--- src/rtl/uart_consts.svh ---
// Register map, field positions and timing counts of serial port zero
`ifndef UART_CONSTS_SVH
`define UART_CONSTS_SVH

// ----------------------------------------------------------------
// Register addresses and reset values
// ----------------------------------------------------------------
`define ADDR_CONTROL 8'h98
`define ADDR_DATA 8'h99
`define CONTROL_RESET 8'h00
`define DATA_RESET 8'h00

// ----------------------------------------------------------------
// Control register bit positions
// ----------------------------------------------------------------
`define BIT_MODE_HIGH 7
`define BIT_MODE_LOW 6
`define BIT_QUALIFIER 5
`define BIT_RX_ENABLE 4
`define BIT_NINTH_TX 3
`define BIT_NINTH_RX 2
`define BIT_TX_DONE 1
`define BIT_RX_DONE 0

// ----------------------------------------------------------------
// Timing in peripheral clocks, Timer 1 overflows and oversample ticks
// ----------------------------------------------------------------
`define M0_PERIOD_SLOW 4'd12
`define M0_PERIOD_FAST 4'd4
`define M2_PERIOD_SLOW 64
`define M2_PERIOD_FAST 32
`define T1_OVF_PER_BIT_SLOW 32
`define T1_OVF_PER_BIT_FAST 16
`define OVERSAMPLE 16
`define MID_SAMPLE 4'd7
`define M2_DIV_SLOW 3'(`M2_PERIOD_SLOW / `OVERSAMPLE)
`define M2_DIV_FAST 3'(`M2_PERIOD_FAST / `OVERSAMPLE)
`define T1_DIV_SLOW 3'(`T1_OVF_PER_BIT_SLOW / `OVERSAMPLE)
`define T1_DIV_FAST 3'(`T1_OVF_PER_BIT_FAST / `OVERSAMPLE)

// ----------------------------------------------------------------
// Frame lengths in bits
// ----------------------------------------------------------------
`define FRAME_BITS_M1 4'd10
`define FRAME_BITS_M23 4'd11
`define SYNC_BITS 4'd8
`define LAST_RX_INDEX 4'd9

`endif

--- src/rtl/uart_pkg.sv ---
// Types shared by the serial port zero design
package uart_pkg;
  typedef enum logic [2:0] {
    TX_IDLE = 3'b001,
    TX_ASYNC = 3'b010,
    TX_SYNC = 3'b100
  } tx_state_e;

  typedef enum logic [1:0] {
    RX_IDLE = 2'b01,
    RX_BITS = 2'b10
  } rx_state_e;

  typedef logic [1:0] mode_t;
endpackage

--- src/rtl/serial_port_zero_uart.sv ---
// Serial port zero: control and data registers, transmit and receive engines
`timescale 1ns/1ps
`default_nettype none
`include "uart_consts.svh"
// Operation
// - Async frame: start, 8 or 9 data, stop
// - Mode bits select mode; mode 0 12/4 clocks
// - Modes 1 and 3 timed by Timer 1
// - Mode 2 period 64 or 32 clocks
// - Qualifier enables multiprocessor in modes 2, 3
// - Mode 1 flag at the stop bit sample, valid-stop option
// - Receive enable gates reception, starts mode 0
// - Ninth transmit bit sent in modes 2, 3
// - Ninth receive bit holds ninth or stop
// - Transmit flag at end of last data bit
// - Receive flag at end of received byte
// - Data address: write transmits, read receives
module serial_port_zero_uart
  import uart_pkg::*;
(
  input wire logic clk,
  input wire logic reset_n,
  input wire logic [7:0] sfr_addr,
  input wire logic sfr_wr,
  input wire logic sfr_rd,
  input wire logic [7:0] sfr_wdata,
  output logic [7:0] sfr_rdata,
  input wire logic double_rate_bit,
  input wire logic t1_overflow,
  input wire logic idle_mode,
  input wire logic rxd_in,
  output logic rxd_out,
  output logic rxd_oe_n,
  output logic txd
);
  // ----------------------------------------------------------------
  // State
  // ----------------------------------------------------------------
  logic [4:0] ctrl_q;
  logic ninth_receive_bit_q, transmit_done_flag_q, receive_done_flag_q;
  logic [7:0] rx_buf_q;
  logic rxd_s1_q, rxd_s2_q, rxd_prev_q;
  tx_state_e tx_state_q;
  rx_state_e rx_state_q;
  logic [10:0] tx_shift_q;
  logic [3:0] tx_bits_q, tx_tick_q, m0_cnt_q, rx_idx_q, rx_tick_q;
  logic m0_rx_q;
  logic [8:0] rx_shift_q;
  logic tick16;
  mode_t mode;
  logic mode_qualifier, rx_enable, ninth_transmit_bit;
  logic wr_ctrl, wr_data, rd_ctrl, rd_data;
  logic [3:0] m0_period;
  logic m0_end, m0_sample, tx_bit_end, tx_done, rx_sample, rx_done, rx_accept, m0_rx_done;

  assign mode = ctrl_q[4:3];
  assign mode_qualifier = ctrl_q[2];
  assign rx_enable = ctrl_q[1];
  assign ninth_transmit_bit = ctrl_q[0];
  assign wr_ctrl = sfr_wr && sfr_addr == `ADDR_CONTROL;
  assign wr_data = sfr_wr && sfr_addr == `ADDR_DATA;
  assign rd_ctrl = sfr_rd && sfr_addr == `ADDR_CONTROL;
  assign rd_data = sfr_rd && sfr_addr == `ADDR_DATA;

  uart_baud_gen uart_baud_gen_i (
    .clk(clk),
    .reset_n(reset_n),
    .mode(mode),
    .double_rate(double_rate_bit),
    .t1_overflow(t1_overflow),
    .idle_mode(idle_mode),
    .tick16(tick16)
  );

  // ----------------------------------------------------------------
  // Event decode
  // ----------------------------------------------------------------
  assign m0_period = mode_qualifier ? `M0_PERIOD_FAST : `M0_PERIOD_SLOW;
  assign m0_end = tx_state_q == TX_SYNC && !idle_mode && m0_cnt_q == m0_period - 4'd1;
  assign m0_sample = tx_state_q == TX_SYNC && !idle_mode && m0_cnt_q == (m0_period >> 1) - 4'd1;
  assign tx_bit_end = tx_state_q == TX_ASYNC && tick16 && tx_tick_q == 4'hf;
  assign tx_done = (tx_bit_end && tx_bits_q == 4'd2) || (m0_end && !m0_rx_q && tx_bits_q == 4'd1);
  assign m0_rx_done = m0_end && m0_rx_q && tx_bits_q == 4'd1;
  assign rx_sample = rx_state_q == RX_BITS && tick16 && rx_tick_q == `MID_SAMPLE;
  assign rx_done = rx_sample && rx_idx_q == `LAST_RX_INDEX;
  assign rx_accept = rx_done && !receive_done_flag_q && (!mode_qualifier || rxd_s2_q);

  // ----------------------------------------------------------------
  // Pin synchroniser
  // ----------------------------------------------------------------
  always_ff @(posedge clk or negedge reset_n) begin
    if (!reset_n) begin
      rxd_s1_q <= 1'b1;
      rxd_s2_q <= 1'b1;
    end else begin
      rxd_s1_q <= rxd_in;
      rxd_s2_q <= rxd_s1_q;
    end
  end

  // ----------------------------------------------------------------
  // Registers
  // ----------------------------------------------------------------
  always_ff @(posedge clk or negedge reset_n) begin
    if (!reset_n) begin
      ctrl_q <= 5'(`CONTROL_RESET >> 3);
      ninth_receive_bit_q <= 1'b0;
      transmit_done_flag_q <= 1'b0;
      receive_done_flag_q <= 1'b0;
    end else begin
      if (wr_ctrl) begin
        ctrl_q <= sfr_wdata[`BIT_MODE_HIGH:`BIT_NINTH_TX];
        ninth_receive_bit_q <= sfr_wdata[`BIT_NINTH_RX];
      end
      if (rx_accept) begin
        ninth_receive_bit_q <= rxd_s2_q;
      end
      // Hardware set wins over a software clear
      transmit_done_flag_q <= tx_done || (wr_ctrl ? sfr_wdata[`BIT_TX_DONE] : transmit_done_flag_q);
      receive_done_flag_q <= rx_accept || (m0_rx_done && !receive_done_flag_q) ||
        (wr_ctrl ? sfr_wdata[`BIT_RX_DONE] : receive_done_flag_q);
    end
  end

  always_ff @(posedge clk or negedge reset_n) begin
    if (!reset_n) begin
      sfr_rdata <= 8'h00;
    end else if (rd_ctrl) begin
      sfr_rdata <= {ctrl_q, ninth_receive_bit_q, transmit_done_flag_q, receive_done_flag_q};
    end else if (rd_data) begin
      sfr_rdata <= rx_buf_q;
    end else begin
      sfr_rdata <= 8'h00;
    end
  end

  always_ff @(posedge clk or negedge reset_n) begin
    if (!reset_n) begin
      rx_buf_q <= `DATA_RESET;
    end else if (rx_accept) begin
      rx_buf_q <= rx_shift_q[8:1];
    end else if (m0_rx_done && !receive_done_flag_q) begin
      rx_buf_q <= tx_shift_q[7:0];
    end
  end

  // ----------------------------------------------------------------
  // Transmit engine, also runs mode 0 in both directions
  // ----------------------------------------------------------------
  always_ff @(posedge clk or negedge reset_n) begin
    if (!reset_n) begin
      tx_state_q <= TX_IDLE;
      tx_shift_q <= 11'h7ff;
      tx_bits_q <= 4'h0;
      tx_tick_q <= 4'h0;
      m0_cnt_q <= 4'h0;
      m0_rx_q <= 1'b0;
    end else begin
      case (tx_state_q)
        TX_IDLE: begin
          tx_tick_q <= 4'h0;
          m0_cnt_q <= 4'h0;
          if (wr_data && mode == 2'd0) begin
            tx_state_q <= TX_SYNC;
            tx_shift_q <= {3'b111, sfr_wdata};
            tx_bits_q <= `SYNC_BITS;
            m0_rx_q <= 1'b0;
          end else if (wr_data) begin
            tx_state_q <= TX_ASYNC;
            tx_shift_q <= {1'b1, mode == 2'd1 ? 1'b1 : ninth_transmit_bit, sfr_wdata, 1'b0};
            tx_bits_q <= mode == 2'd1 ? `FRAME_BITS_M1 : `FRAME_BITS_M23;
          end else if (mode == 2'd0 && rx_enable && !receive_done_flag_q) begin
            tx_state_q <= TX_SYNC;
            tx_shift_q <= 11'h7ff;
            tx_bits_q <= `SYNC_BITS;
            m0_rx_q <= 1'b1;
          end
        end
        TX_ASYNC: begin
          if (tick16) begin
            tx_tick_q <= tx_tick_q + 4'd1;
          end
          if (tx_bit_end) begin
            tx_shift_q <= {1'b1, tx_shift_q[10:1]};
            tx_bits_q <= tx_bits_q - 4'd1;
            if (tx_bits_q == 4'd1) begin
              tx_state_q <= TX_IDLE;
            end
          end
        end
        TX_SYNC: begin
          if (!idle_mode) begin
            m0_cnt_q <= m0_end ? 4'h0 : m0_cnt_q + 4'd1;
          end
          if (m0_sample && m0_rx_q) begin
            tx_shift_q <= {3'b111, rxd_s2_q, tx_shift_q[7:1]};
          end
          if (m0_end) begin
            if (!m0_rx_q) begin
              tx_shift_q <= {1'b1, tx_shift_q[10:1]};
            end
            tx_bits_q <= tx_bits_q - 4'd1;
            if (tx_bits_q == 4'd1) begin
              tx_state_q <= TX_IDLE;
            end
          end
        end
        default: tx_state_q <= TX_IDLE;
      endcase
    end
  end

  // Pin drivers; shift clock low in first half of each mode 0 bit
  always_ff @(posedge clk or negedge reset_n) begin
    if (!reset_n) begin
      txd <= 1'b1;
      rxd_out <= 1'b1;
      rxd_oe_n <= 1'b1;
    end else begin
      txd <= tx_state_q == TX_SYNC ? m0_cnt_q >= (m0_period >> 1) :
             tx_state_q == TX_ASYNC ? tx_shift_q[0] : 1'b1;
      rxd_out <= tx_shift_q[0];
      rxd_oe_n <= !(tx_state_q == TX_SYNC && !m0_rx_q);
    end
  end

  // ----------------------------------------------------------------
  // Asynchronous receive engine
  // ----------------------------------------------------------------
  always_ff @(posedge clk or negedge reset_n) begin
    if (!reset_n) begin
      rx_state_q <= RX_IDLE;
      rx_shift_q <= 9'h000;
      rx_idx_q <= 4'h0;
      rx_tick_q <= 4'h0;
      rxd_prev_q <= 1'b1;
    end else begin
      if (tick16) begin
        rxd_prev_q <= rxd_s2_q;
      end
      case (rx_state_q)
        RX_IDLE: begin
          rx_idx_q <= 4'h0;
          rx_tick_q <= 4'h0;
          if (tick16 && mode != 2'd0 && rx_enable && rxd_prev_q && !rxd_s2_q) begin
            rx_state_q <= RX_BITS;
            rx_tick_q <= 4'h1;
          end
        end
        RX_BITS: begin
          if (tick16) begin
            rx_tick_q <= rx_tick_q + 4'd1;
          end
          if (rx_sample) begin
            rx_idx_q <= rx_idx_q + 4'd1;
            if (rx_idx_q == 4'h0 && rxd_s2_q) begin
              rx_state_q <= RX_IDLE;
            end else if (rx_idx_q != 4'h0) begin
              rx_shift_q <= {rxd_s2_q, rx_shift_q[8:1]};
            end
            if (rx_done) begin
              rx_state_q <= RX_IDLE;
            end
          end
        end
        default: rx_state_q <= RX_IDLE;
      endcase
    end
  end
endmodule
`default_nettype wire

--- src/rtl/uart_baud_gen.sv ---
// Oversampling tick generator for the asynchronous modes
`timescale 1ns/1ps
`default_nettype none
`include "uart_consts.svh"
module uart_baud_gen
  import uart_pkg::*;
(
  input wire logic clk,
  input wire logic reset_n,
  input wire mode_t mode,
  input wire logic double_rate,
  input wire logic t1_overflow,
  input wire logic idle_mode,
  output logic tick16
);
  logic [2:0] div_q;
  logic [2:0] limit;
  logic step;

  always_comb begin
    if (mode == 2'd2) begin
      limit = double_rate ? `M2_DIV_FAST : `M2_DIV_SLOW;
      step = 1'b1;
    end else begin
      limit = double_rate ? `T1_DIV_FAST : `T1_DIV_SLOW;
      step = t1_overflow;
    end
  end

  // Clock halts in idle, so nothing advances
  always_ff @(posedge clk or negedge reset_n) begin
    if (!reset_n) begin
      div_q <= 3'h0;
      tick16 <= 1'b0;
    end else begin
      tick16 <= 1'b0;
      if (!idle_mode && step && mode != 2'd0) begin
        if (div_q >= limit - 3'd1) begin
          div_q <= 3'h0;
          tick16 <= 1'b1;
        end else begin
          div_q <= div_q + 3'd1;
        end
      end
    end
  end
endmodule
`default_nettype wire

--- config.mk ---
export PLATFORM = sky130hd
export DESIGN_NAME = serial_port_zero_uart
export DESIGN_NICKNAME = d
export VERILOG_FILES = /design/src/rtl/uart_pkg.sv /design/src/rtl/serial_port_zero_uart.sv /design/src/rtl/uart_baud_gen.sv
export VERILOG_INCLUDE_DIRS = /design/src /design/src/rtl
export SDC_FILE = /design/constraint.sdc
export NUM_CORES = 1
export LEC_CHECK = 0
export BUFFER_PORTS_ARGS = -buffer_cell sky130_fd_sc_hd__buf_2
export CAP_MARGIN = 20
export CORE_UTILIZATION = 30
export CTS_BUF_LIST = sky130_fd_sc_hd__clkbuf_2
export DETAILED_ROUTE_END_ITERATION = 10
export PLACE_DENSITY = 0.45
export SETUP_SLACK_MARGIN = 0.05
export SLEW_MARGIN = 20
export SYNTH_ARGS = -nofsm -noshare
export SYNTH_HDL_FRONTEND = slang
export SYNTH_SLANG_ARGS = --single-unit
--- constraint.sdc ---
create_clock -name clk -period 2 [get_ports clk]
set_input_delay 0.1 -clock clk [delete_from_list [all_inputs] [get_ports clk]]
set_output_delay 0.1 -clock clk [all_outputs]
set_load 0.02 [all_outputs]
==> results.md <==
- Static Leak: 2.392 nW
- Slew @ Worst Pin: 533.5 ps
- CTS tree: yes
- Die Wd: 119.1 µm
- Failing checks: setup timing
- Worst path cell trace: ha_2 > nand2b_1 > or4b_1 > or4_4 > buf_6 > mux2i_1 > a21oi_1
- Routability cong.: 0.7732
- Unique masters post-synth: 57
- Setup-failing EPs final: 8
- Post-route setup slack: -88.72 ps
- Fin cells: 695
- Max IR drop VDD: 231.9 µV
- Flop and latch count out of synthesis: 79
- First-pass GRT wire length: 18420 µm
- EDFF count, synth: 0
- Fraction of registers with async set or reset after synthesis: 1.000
- Status: finished with violations
- Detailed Route Iter0 Violations: 133
- Synthesized instance count: 412
- Clk_skew: 25.71 ps
- Layout area overhead: 26.33%
- Die area: 0.01417 mm²
- Num CTS Buffers: 9
- Critical path class: reg -> reg
- Period utilization: 1.044
- Worst Path Required: 2460 ps
- Synthesized area per cell: 9.976 µm²
- Cell accounting for the most synthesized area: dfrtp_1
- Residual antenna-violating net count after detailed routing: 0
- Worst EP arrival: 2550 ps
- IO Port Bufs: 34
- Top_reg_cell synth: dfrtp_1
- Skew-Pair Late Insertion Delay: 550 ps
- Synth Cell Area: 0.004110 mm²
- RSZ-0062 raised after global routing: true
- GRT overflow: 0
- Seq/Total Area, Yosys: 0.4868
- HP Class: in -> async
- # IOs: 35
- Die H: 119.1 µm
- Most common cell after layout, fill and taps aside: dfrtp_1
- Max FO, Critical Path: 5
- R2R depth: 7
- Slew Limit Fails: 0
- FF-to-FF setup slack: -90 ps
- Top cells by area, synth: dfrtp_1, dfstp_2, ha_1
- Worst r2r dst: rx_buf_q[2]
- Crit path launch type: flop
- Post-Route WL: 10960 µm
- Initial Utilization: 0.3091
- Vias in the first global route: 3450
- Power Total: 2.963 mW
- CTS Sinks: 79
- Initial antenna violation count: 1
- Synth Warn #: 0
- Post-layout min period: 2089 ps
- Final nets: 553
- Pre-CTS WS: -90.15 ps
- Clk buf depth: 2
- Worst setup EP type: flop
- Most frequent cells in the layout: dfrtp_1, buf_4, nand2_1
- Rows: 42
- Routed WL per cell: 15.77 µm
- Top cell type's share of synthesized area: 0.3653
- CP peak stage delay: 460 ps
- Post-synth net total: 452
- 1st-pass router iterations: 4
- FF-to-FF Start: m0_cnt_q[0]
- CP max-delay cell: or4b_1
- Root Driver: clkbuf_2
- Maxcap violations: 0
- Worst slew margin: 0.6393
- Final hold violation count: 0
- Fill cells: 1320
- DR vias/cell: 4.915
- Fmax: 478.8 MHz
- CTS clk-pin slew, worst paths: 210 ps
- Area of the core: 0.01330 mm²
- # DRC: 0
- Largest net degree at the start of global routing: 49
- Pwr per Cell Area: 570.5 mW/mm²
- Routed via count: 3416
- Inst Count DP: 652
- Share of cells above drive strength 1: 0.3127
- Number of H-tree levels: 3
- Hpwl dp: 7834 µm
- All-Layer GR Usage: 0.1692
==> cell families after synthesis <==
group | count (synthesis) | synth area share
AO/OA/AOI/OAI | 107 | 0.1674
XOR/XNOR | 4 | 0.008525
multiplexers | 33 | 0.08463
buffers and inverters | 28 | 0.02861
adder cells (fa/ha/maj) | 16 | 0.04871
flip-flops | 79 | 0.4868
AND/OR/NAND/NOR | 144 | 0.1744
other | 1 | 0.0009124
==> critical path, delay by kind of cell, from the launching register on <==
family,cells,cell delay (ps)
compound gates,1,90
fa+ha+maj,1,190
buf+inv,1,160
flops,1,410
mux,1,160
simple gates,3,980
==> Yosys cell counts (5+ instances only) <==
master / count
a21o_1: 5
a21oi_1: 31
a31oi_1: 14
clkbuf_1: 12
dfrtp_1: 60
dfstp_2: 19
ha_1: 16
inv_1: 11
mux2_2: 14
mux2i_1: 19
nand2_1: 46
nand2b_1: 9
nand3_1: 12
nand4_1: 5
nor2_1: 39
nor3_1: 5
o21ai_0: 23
o2bb2ai_1: 7
or3_1: 5
==> routing by layer <==
metal,global-route usage,wire length (µm),vias to the layer above
met5,0,0,-
met4,0.06013,204,0
met3,0.04933,433,14
met2,0.2627,5053,53
met1,0.2227,5268,1647
li1,-,-,1702
==> metrics by stage <==
step / instance area (µm²) / TNS [ps] / hold slack, ps / utilization
2_1_floorplan: 4123 / -5.530 / -195.6 / -
3_3_place_gp: 4795 / -214.3 / 93.26 / 0.3606
3_5_place_dp: 4795 / -481.9 / 92.32 / 0.3606
4_1_cts: 5092 / -787.2 / 14.66 / 0.3830
5_1_grt: 5192 / -1272 / 5.394 / 0.3906
6_report: 5192 / -437.2 / 88.11 / 0.3906
==> area by class of cell <==
type                    instances  area [µm²]  area share
inverters                      11       41.29    0.007952
diodes                          1       2.502   0.0004819
clock buffers                  11       55.05     0.01060
multi-input cells             305        2057      0.3961
repair buffers                107       790.8      0.1523
clock inverters                 5       25.02    0.004819
well taps                     176       220.2     0.04241
flip-flops and latches         79        2001      0.3853
==> where the power goes <==
| part | total [mW] | internal (mW) | switching [mW] |
|---|---|---|---|
| logic | 0.407 | 0.196 | 0.212 |
| registers | 1.84 | 1.75 | 0.0927 |
| clock network | 0.714 | 0.161 | 0.553 |
| total | 2.96 | 2.11 | 0.857 |
==> sequential cells by signal (all words and copies together), names as in the netlist, 2 cells and up <==
register	cells
tx_shift_q	11
rx_buf_q	8
rx_shift_q	8
sfr_rdata	8
ctrl_q	5
m0_cnt_q	4
rx_idx_q	4
rx_tick_q	4
tx_bits_q	4
tx_tick_q	4
tx_state_q	3
uart_baud_gen_i.div_q	3
rx_state_q	2
==> how the worst max path moves through the flow <==
stage	startpoint	to	slack [ps]	depth (start not counted)
detailed placement	m0_cnt_q[0]	rx_buf_q[2]	-90	7
global placement	m0_cnt_q[0]	rx_buf_q[0]	-30	7
global route	m0_cnt_q[0]	rx_buf_q[2]	-190	7
floorplan	m0_cnt_q[0]	rx_buf_q[0]	-0.7	7
finish	m0_cnt_q[0]	rx_buf_q[2]	-90	7
CTS	m0_cnt_q[0]	rx_buf_q[2]	-120	7
==> repair_timing <==
| action | 4_1_cts | 5_1_grt |
|---|---|---|
| resized for setup | 7 | 18 |
| cloned | 1 | 0 |
| pin swaps | 2 | 13 |
| setup buffers | 4 | 5 |
| setup endpoints to repair | 10 | 28 |
| hold buffers | 16 | 0 |
| endpoints found under the hold margin | 96 | 0 |
No activity file was read; power rests on OpenSTA's default activity.
